[src/common/fsl_pkg.sv]
package fsl_pkg;

    // -------------------------------------------------------------------
    // Command bytes of the serial register port.
    // -------------------------------------------------------------------
    localparam logic [7:0] CMD_GAIN_RD = 8'had;
    localparam logic [7:0] CMD_GAIN_WR = 8'hb6;
    localparam logic [7:0] CMD_PRESC_RD = 8'hbb;
    localparam logic [7:0] CMD_PRESC_WR = 8'hbc;
    localparam logic [7:0] CMD_REFDIV_RD = 8'hbf;
    localparam logic [7:0] CMD_REFDIV_WR = 8'hc0;
    localparam logic [7:0] CMD_LIMIT_RD = 8'hb1;
    localparam logic [7:0] CMD_LIMIT_WR = 8'hb8;
    localparam logic [7:0] CMD_RATE_RD = 8'hf0;
    localparam logic [7:0] CMD_RATE_WR = 8'hf1;
    localparam logic [7:0] CMD_PERIOD_RD = 8'hf2;

    // -------------------------------------------------------------------
    // Field positions and reset values.
    // -------------------------------------------------------------------
    localparam int GAIN_OPEN_BIT = 0;
    localparam int GAIN_CSENSE_BIT = 1;
    localparam int GAIN_KEEP_BIT = 7;
    localparam int GAIN_FLD_LO = 5;
    localparam logic [7:0] GAIN_RST = 8'h80;
    localparam logic [1:0] GAIN_FLD_RST = 2'h0;
    localparam logic [1:0] PRESC_RST = 2'h1;
    localparam logic [7:0] REFDIV_RST = 8'hff;
    localparam logic [7:0] REFDIV_MIN = 8'h7f;
    localparam logic [7:0] LIMIT_RST = 8'hff;
    localparam logic [2:0] RATE_RST = 3'h2;
    localparam logic [2:0] RATE_MAX = 3'h6;

    // Full-scale setpoints for 4, 5 and 6 bit gain, and open-loop top.
    localparam logic [6:0] FS_4BIT = 7'h10;
    localparam logic [6:0] FS_5BIT = 7'h20;
    localparam logic [6:0] FS_6BIT = 7'h3f;
    localparam logic [6:0] OPEN_FULL = 7'h40;

    // -------------------------------------------------------------------
    // Timing: internal oscillator tick and slowest update interval.
    // -------------------------------------------------------------------
    localparam int CLK_HZ = 25_000_000;
    localparam int OSC_HZ = 8415;
    localparam int OSC_DIV = CLK_HZ / OSC_HZ;
    localparam int UPD_SLOW_S = 16;
    localparam logic [17:0] UPD_SLOW_TICKS = 18'(UPD_SLOW_S * OSC_HZ);

    typedef struct packed {
        logic [7:0] gain;
        logic [1:0] presc;
        logic [7:0] refdiv;
        logic [7:0] limit;
        logic [2:0] rate;
    } fsl_cfg_t;

    typedef struct packed {
        logic fail;
        logic full_speed;
        logic therm_open;
        logic drv_en;
    } fsl_stat_t;

endpackage : fsl_pkg

[src/rtl/fsl_fan_loop.sv]
`timescale 1ns/1ps
module fsl_fan_loop #(
    parameter int PERIOD_W = 8,
    parameter int OSC_DIV = fsl_pkg::OSC_DIV
) (
    input wire logic CLK_SYS,
    input wire logic RST,
    input wire logic CMD_VALID,
    input wire logic [7:0] CMD_CODE,
    input wire logic [7:0] CMD_WDATA,
    output logic [7:0] RD_DATA,
    output logic RD_VALID,
    input wire logic TACH_IN,
    input wire logic CUR_STEP,
    input wire logic DRV_OVER_150,
    input wire logic DRV_UNDER_140,
    input wire logic UPDATE_HALT,
    input wire logic [6:0] SPEED_SETPOINT,
    output logic [5:0] FAN_DAC,
    output logic UPDATE_TICK,
    output logic [1:0] GAIN_SEL,
    output fsl_pkg::fsl_stat_t STATUS
);

    // -------------------------------------------------------------------
    // State record.
    // -------------------------------------------------------------------
    typedef struct packed {
        fsl_pkg::fsl_cfg_t cfg;
        logic [11:0] osc_cnt;
        logic [7:0] ref_cnt;
        logic [6:0] acc;
        logic [5:0] updn;
        logic [2:0] pre_cnt;
        logic tach_d;
        logic cur_d;
        logic [PERIOD_W-1:0] per_cnt;
        logic [PERIOD_W-1:0] per_r;
        logic ovf;
        logic drv_off;
        logic [17:0] upd_cnt;
        logic upd_tick;
        logic [7:0] rd_data;
        logic rd_valid;
    } fsl_state_t;

    fsl_state_t st_r;
    fsl_state_t st_nxt;

    logic open_loop;
    logic osc_tick;
    logic ref_pulse;
    logic tach_edge;
    logic cur_edge;
    logic fb_raw;
    logic fb_pulse;
    logic up_pulse;
    logic per_full;
    logic [7:0] refdiv_eff;
    logic [6:0] fs_set;
    logic [7:0] acc_sum;
    logic [2:0] rate_eff;
    logic [17:0] upd_len;
    logic [2:0] pre_top;
    logic [PERIOD_W-1:0] limit_w;

    // -------------------------------------------------------------------
    // Decoded controls.
    // -------------------------------------------------------------------
    // The divider value is clamped at use, so a short value reads back
    // as written yet never speeds the reference beyond its ceiling.
    always_comb begin
        open_loop = st_r.cfg.gain[fsl_pkg::GAIN_OPEN_BIT];
        osc_tick = (st_r.osc_cnt == 12'(OSC_DIV - 1));
        refdiv_eff = (st_r.cfg.refdiv < fsl_pkg::REFDIV_MIN) ?
            fsl_pkg::REFDIV_MIN : st_r.cfg.refdiv;
        ref_pulse = osc_tick && (st_r.ref_cnt >= refdiv_eff - 8'h01);
        case (st_r.cfg.gain[6:5])
            2'b00: fs_set = fsl_pkg::FS_4BIT;
            2'b01: fs_set = fsl_pkg::FS_5BIT;
            default: fs_set = fsl_pkg::FS_6BIT;
        endcase
        acc_sum = {1'b0, st_r.acc} + {1'b0, SPEED_SETPOINT};
        up_pulse = ref_pulse && (acc_sum >= {1'b0, fs_set});
        tach_edge = TACH_IN && !st_r.tach_d;
        cur_edge = CUR_STEP && !st_r.cur_d;
        fb_raw = st_r.cfg.gain[fsl_pkg::GAIN_CSENSE_BIT] ?
            cur_edge : tach_edge;
        pre_top = 3'((4'h1 << st_r.cfg.presc) - 4'h1);
        // A count left above a newly lowered ratio must not swallow
        // pulses until it wraps, so the compare is an at-or-above test.
        fb_pulse = fb_raw && (st_r.pre_cnt >= pre_top) && !open_loop;
        per_full = &st_r.per_cnt;
        rate_eff = (st_r.cfg.rate > fsl_pkg::RATE_MAX) ?
            fsl_pkg::RATE_MAX : st_r.cfg.rate;
        upd_len = fsl_pkg::UPD_SLOW_TICKS >> rate_eff;
        limit_w = PERIOD_W'(st_r.cfg.limit);
    end

    // -------------------------------------------------------------------
    // Next-state logic.
    // -------------------------------------------------------------------
    always_comb begin
        st_nxt = st_r;
        st_nxt.rd_valid = 1'b0;
        st_nxt.upd_tick = 1'b0;
        st_nxt.tach_d = TACH_IN;
        st_nxt.cur_d = CUR_STEP;
        st_nxt.osc_cnt = osc_tick ? 12'h000 : st_r.osc_cnt + 12'h001;

        // Serial command port; unknown codes answer with zero.
        if (CMD_VALID) begin
            st_nxt.rd_valid = 1'b1;
            st_nxt.rd_data = 8'h00;
            case (CMD_CODE)
                fsl_pkg::CMD_GAIN_RD: st_nxt.rd_data = st_r.cfg.gain;
                fsl_pkg::CMD_GAIN_WR: begin
                    st_nxt.cfg.gain = CMD_WDATA;
                    if (!CMD_WDATA[fsl_pkg::GAIN_KEEP_BIT]) begin
                        st_nxt.cfg.gain[6:5] = fsl_pkg::GAIN_FLD_RST;
                    end
                end
                fsl_pkg::CMD_PRESC_RD:
                    st_nxt.rd_data = {6'h00, st_r.cfg.presc};
                fsl_pkg::CMD_PRESC_WR:
                    st_nxt.cfg.presc = CMD_WDATA[1:0];
                fsl_pkg::CMD_REFDIV_RD: st_nxt.rd_data = st_r.cfg.refdiv;
                fsl_pkg::CMD_REFDIV_WR: st_nxt.cfg.refdiv = CMD_WDATA;
                fsl_pkg::CMD_LIMIT_RD: st_nxt.rd_data = st_r.cfg.limit;
                fsl_pkg::CMD_LIMIT_WR: st_nxt.cfg.limit = CMD_WDATA;
                fsl_pkg::CMD_RATE_RD:
                    st_nxt.rd_data = {5'h00, st_r.cfg.rate};
                fsl_pkg::CMD_RATE_WR:
                    st_nxt.cfg.rate = CMD_WDATA[2:0];
                fsl_pkg::CMD_PERIOD_RD:
                    st_nxt.rd_data = 8'(st_r.per_r);
                default: st_nxt.rd_data = 8'h00;
            endcase
        end

        // Reference divider and rate multiplier toward the counter.
        if (osc_tick) begin
            st_nxt.ref_cnt = ref_pulse ? 8'h00 : st_r.ref_cnt + 8'h01;
        end
        if (ref_pulse) begin
            st_nxt.acc = up_pulse ? 7'(acc_sum - {1'b0, fs_set}) :
                7'(acc_sum);
        end

        // Feedback prescaler counts raw pulses of the selected source.
        if (fb_raw) begin
            st_nxt.pre_cnt = (st_r.pre_cnt >= pre_top) ? 3'h0 :
                st_r.pre_cnt + 3'h1;
        end

        // Saturating up/down counter; both at once cancel out.
        if (up_pulse && !fb_pulse && st_r.updn != 6'h3f) begin
            st_nxt.updn = st_r.updn + 6'h01;
        end else if (fb_pulse && !up_pulse && st_r.updn != 6'h00) begin
            st_nxt.updn = st_r.updn - 6'h01;
        end

        // Period measurement uses raw tach edges, never the prescaler.
        if (tach_edge) begin
            st_nxt.per_r = st_r.per_cnt;
            st_nxt.ovf = per_full;
            st_nxt.per_cnt = '0;
        end else if (osc_tick) begin
            if (per_full) begin
                st_nxt.ovf = 1'b1;
            end else begin
                st_nxt.per_cnt = st_r.per_cnt + PERIOD_W'(1);
            end
        end

        // Thermal shutdown with hysteresis; the trip wins over recovery.
        if (DRV_OVER_150) begin
            st_nxt.drv_off = 1'b1;
        end else if (DRV_UNDER_140) begin
            st_nxt.drv_off = 1'b0;
        end

        // Update interval runs only while the autonomous halt is low.
        if (UPDATE_HALT) begin
            st_nxt.upd_cnt = 18'h00000;
        end else if (osc_tick) begin
            if (st_r.upd_cnt >= upd_len - 18'h00001) begin
                st_nxt.upd_cnt = 18'h00000;
                st_nxt.upd_tick = 1'b1;
            end else begin
                st_nxt.upd_cnt = st_r.upd_cnt + 18'h00001;
            end
        end
    end

    // -------------------------------------------------------------------
    // State register.
    // -------------------------------------------------------------------
    always_ff @(posedge CLK_SYS) begin
        if (RST) begin
            st_r <= '0;
            st_r.cfg.gain <= fsl_pkg::GAIN_RST;
            st_r.cfg.presc <= fsl_pkg::PRESC_RST;
            st_r.cfg.refdiv <= fsl_pkg::REFDIV_RST;
            st_r.cfg.limit <= fsl_pkg::LIMIT_RST;
            st_r.cfg.rate <= fsl_pkg::RATE_RST;
        end else begin
            st_r <= st_nxt;
        end
    end

    // -------------------------------------------------------------------
    // Outputs.
    // -------------------------------------------------------------------
    // In open loop the setpoint is a plain DAC code; 40h and up pins it.
    always_comb begin
        if (open_loop) begin
            FAN_DAC = (SPEED_SETPOINT >= fsl_pkg::OPEN_FULL) ? 6'h3f :
                SPEED_SETPOINT[5:0];
        end else begin
            FAN_DAC = st_r.updn;
        end
        STATUS.fail = open_loop || st_r.ovf ||
            (st_r.per_r > limit_w);
        STATUS.full_speed = !open_loop && (st_r.updn == 6'h3f);
        STATUS.therm_open = open_loop;
        STATUS.drv_en = !st_r.drv_off;
        RD_DATA = st_r.rd_data;
        RD_VALID = st_r.rd_valid;
        UPDATE_TICK = st_r.upd_tick;
        GAIN_SEL = st_r.cfg.gain[6:5];
    end
endmodule : fsl_fan_loop

[config.mk]
export PLATFORM = sky130hd
export DESIGN_NAME = fsl_fan_loop
export DESIGN_NICKNAME = d
export VERILOG_FILES = /design/src/common/fsl_pkg.sv /design/src/rtl/fsl_fan_loop.sv
export SDC_FILE = /design/constraint.sdc
export NUM_CORES = 1
export LEC_CHECK = 0
export ABC_AREA = 1
export BUFFER_PORTS_ARGS = -buffer_cell sky130_fd_sc_hd__buf_2
export CAP_MARGIN = 10
export CORE_MARGIN = 8
export CORE_UTILIZATION = 35
export CTS_BUF_LIST = sky130_fd_sc_hd__clkbuf_4 sky130_fd_sc_hd__clkbuf_8
export DETAILED_ROUTE_END_ITERATION = 8
export SLEW_MARGIN = 5
export SYNTH_ARGS = -nofsm -noshare
export SYNTH_HDL_FRONTEND = slang
export SYNTH_SLANG_ARGS = --single-unit
[constraint.sdc]
create_clock -name CLK_SYS -period 5.1 [get_ports CLK_SYS]
set_input_delay 0.765 -clock CLK_SYS [delete_from_list [all_inputs] [get_ports CLK_SYS]]
set_output_delay 0.765 -clock CLK_SYS [all_outputs]
set_load 0.05 [all_outputs]
==> out/metrics.csv <==
stage;metric;value;unit
global_route;grt_max_degree;30;
yosys;syn_inst;1009;
floorplanning;initial_utilization;0.355;
timing;rsz0062_at_grt;false;
worst_hold_path;hp-class;reg -> reg;
setup_path;worst_setup_path_end_kind;flop;
placement;hpwl;14.2;mm
clock_tree;h-tree-depth;4;
route;wl_met3;722;µm
worst_hold_path;hold_start;RD_DATA[2]$_SDFFE_PP0P_;
yosys;synthArstFlopShare;0;
route;antenna_left;0;
clock_tree;cts.sinks;113;
final_layout;post-route-util;0.398;
yosys;synth_xor_area_frac;0.0318;
setup_path;rr_worst_depth;29;
yosys;synth.distinct_cells;51;
clock_tree;clock_latency;0.45;ns
yosys;syn_area;0.00716;mm²
status;status;finished clean;
yosys;ys_warn_count;0;
global_route;grtUsageTotal;0.146;
setup_path;critPathMaxStageDelay;0.40;ns
clock_tree;cts_buffers;17;
yosys;ys_seq_area_frac;0.316;
route;wl_per_cell;13.6;µm
clock_tree;cts_tree;yes;
floorplanning;chipWidth;159;µm
final_layout;mostFrequentLayoutCell;nand2_1;
final_layout;insertedDiodeCount;0;
route;wl_met1;8.79;mm
setup_path;crit_top_cell;nand2_1;
placement;place_ws;0.653;ns
placement;port_buffers;52;
clock_tree;ctsRootBufferMaster;clkbuf_8;
placement;dpl_cell_area;0.00761;mm²
timing;max_freq;225;MHz
setup_path;cpMaxStageDelayCell;dfxtp_1;
floorplanning;placementRows;52;
global_route;grt_pass1_wl;30.5;mm
route;drt_wl_total;18.2;mm
timing;final.period_utilization;0.872;
clock_tree;ctsResizeCount;0;
timing;tns;0;ns
final_layout;drive_gt1_frac;0.115;
timing;hold_viol_final;0;
worst_hold_path;holdPathEnd;RD_DATA[2]$_SDFFE_PP0P_;
yosys;ys_dominant_reg_cell;dfxtp_1;
timing;setup_slack;0.652;ns
route;routed.top_layer;met4;
pwr;ir_drop;0.135;mV
setup_path;start_kind;flop;
timing;setup_viol;0;
yosys;postSynthAreaPerCell;7.09;µm²
setup_path;worstPathArrival;4.79;ns
final_layout;most-common-layout-cells;nand2_1, inv_1, dfxtp_1;
final_layout;num-fill-cells;2174;
clock_tree;clk_path_buf_depth;2;
yosys;synth_edf_count;0;
global_route;antenna_found_initial;0;
setup_path;timing.rr.start;st_r[95]$_SDFFE_PP1P_;
yosys;synth-simple-area-share;0.271;
yosys;synth_top_family_by_area;simple AND/OR/NAND/NOR gates;
timing;clock_skew;0.0122;ns
route;drtPass1Iterations;5;
worst_hold_path;whs_path_depth;2;
final_layout;final_cell_count_no_fill;1338;
route;num_vias;6526;
setup_path;critical_path_required;5.44;ns
floorplanning;num_io_pins;53;
pwr;power.leakage;3.81;nW
timing;relSlewSlack;0.383;
yosys;synthMuxAreaShare;0;
timing;maxSlewViolCount;0;
yosys;syn-num-nets;1107;
route;dr_wl_met2;8.23;mm
flow_run;cap_violations;0;
setup_path;path_max_fanout;8;
route;avgViaCountPerCell;4.88;
timing;finalCriticalPeriod;4.45;ns
timing;tightest_slew;0.919;ns
placement;gp_congestion;0.844;
final_layout;nets;1153;
yosys;ys_seq_elements;113;
yosys;synth-compound-area-share;0.162;
setup_path;rr_endpoint;st_r[56]$_SDFFE_PP0P_;
setup_path;worst-r2r-setup-slack;0.65;ns
final_layout;syn2layout_area_growth;12.2;%
clock_tree;ctsHoldBuffers;0;
final_layout;finalInstanceArea;0.00803;mm²
floorplanning;core-area;0.0202;mm²
clock_tree;cts_setup_buffers;0;
placement;dp.cells;1306;
pwr;powerDensity;247;mW/mm²
setup_path;crit_type;reg -> reg;
clock_tree;clk_pin_slew;0.07;ns
global_route;grt_pass1_vias;6247;
route;drc;0;
global_route;grt-ovfl-total;0;
floorplanning;die_area;0.0253;mm²
route;drtIter0Drc;333;
yosys;synth_fa_ha_area_frac;0.120;
floorplanning;die_y;159;µm
==> cell families after synthesis <==
| family | count (synthesis) |
|---|---|
| adder cells (fa/ha/maj) | 67 |
| buffers and inverters | 175 |
| flip-flops | 113 |
| AND/OR/NAND/NOR | 430 |
| AO/OA/AOI/OAI | 198 |
| XOR/XNOR | 26 |
==> report_power, final <==
part           internal [W]  leakage [nW]  switching (W)
clock network      0.000501         0.202       0.000400
registers          0.000896         0.915      0.0000122
logic             0.0000568          2.69       0.000116
==> routing by layer <==
metal	vias up	global-route usage
li1	3464	-
met1	2930	0.185
met2	100	0.236
met3	32	0.0331
met4	0	0.0622
met5	-	0
==> worst max path at each step <==
stage                                      from               endpoint  slack, ns  depth (start not counted)
after global routing      st_r[95]$_SDFFE_PP1P_  st_r[56]$_SDFFE_PP0P_       0.11                         29
after floorplan               SPEED_SETPOINT[0]  st_r[56]$_SDFFE_PP0P_       1.13                         24
final                     st_r[95]$_SDFFE_PP1P_  st_r[56]$_SDFFE_PP0P_       0.65                         29
after detailed placement  st_r[95]$_SDFFE_PP1P_  st_r[56]$_SDFFE_PP0P_       0.65                         29
after CTS                 st_r[95]$_SDFFE_PP1P_  st_r[56]$_SDFFE_PP0P_       0.66                         29
after global placement        SPEED_SETPOINT[0]  st_r[56]$_SDFFE_PP0P_       0.76                         25
==> critical path: cells and delay by family, from the launching register on <==
| family | cells | cell delay (ns) |
|---|---|---|
| and+or+nand+nor | 18 | 2.14 |
| xor gates and xnor gates | 1 | 0.14 |
| DFF | 1 | 0.40 |
| AOI/OAI and AO/OA | 3 | 0.46 |
| buffers and inverters | 4 | 0.35 |
| adders and majority gates | 3 | 0.85 |
==> sequential cells by signal (all words and copies together) (netlist names) <==
name / cells
STATUS: 1
GAIN_SEL: 2
st_r: 92
RD_VALID: 1
limit_w: 8
UPDATE_TICK: 1
RD_DATA: 8
==> final cells by class <==
class | count | area (µm²) | area share
well taps | 270 | 338 | 0.0421
multi-input cells | 721 | 4180 | 0.521
clock buffers | 19 | 255 | 0.0318
flip-flops and latches | 113 | 2260 | 0.282
clock inverters | 13 | 161 | 0.0201
inverters | 148 | 556 | 0.0692
repair buffers | 54 | 275 | 0.0343
==> cell usage after synthesis, types with 2 or more instances <==
cell       number  area (µm²)
nor2_4          3        33.8
o211ai_1       27         203
o21ai_1         7        35.0
clkinv_1        3        11.3
inv_1         135         507
inv_2          10        37.5
xnor2_1        10        87.6
a221oi_1        2        17.5
fa_1            3        60.1
nor4_1          6        37.5
nand4_1        17         106
xor2_1         16         140
o21ai_0        47         235
nand3_2         3        30.0
nand3b_1        2        15.0
dfxtp_1       113        2260
clkbuf_1       12        45.0
a211oi_1        4        30.0
ha_1           64         801
buf_4          12        90.1
nor2_1         87         327
o2111ai_1       6        52.6
a21oi_1        81         405
o21a_1          4        30.0
nor3b_1         6        45.0
nor3_2          3        30.0
nor2_2          3        18.8
nand3_1        53         265
buf_2           2        10.0
nand2_4         2        22.5
or2_2           2        12.5
a31oi_1         7        43.8
nand2_1       205         769
nand2_2         5        31.3
or2_0           2        12.5
nor3_1         27         135
o22ai_1         4        25.0
==> metrics by stage <==
stage / power [W] / hold slack, ns
floorplan: 0.00105 / 0.431
global placement: 0.00110 / 0.451
detailed placement: 0.00110 / 0.456
CTS: 0.00201 / 0.469
global route: 0.00207 / 0.491
finish: 0.00198 / 0.463
Power figures use the tool's default switching activity.
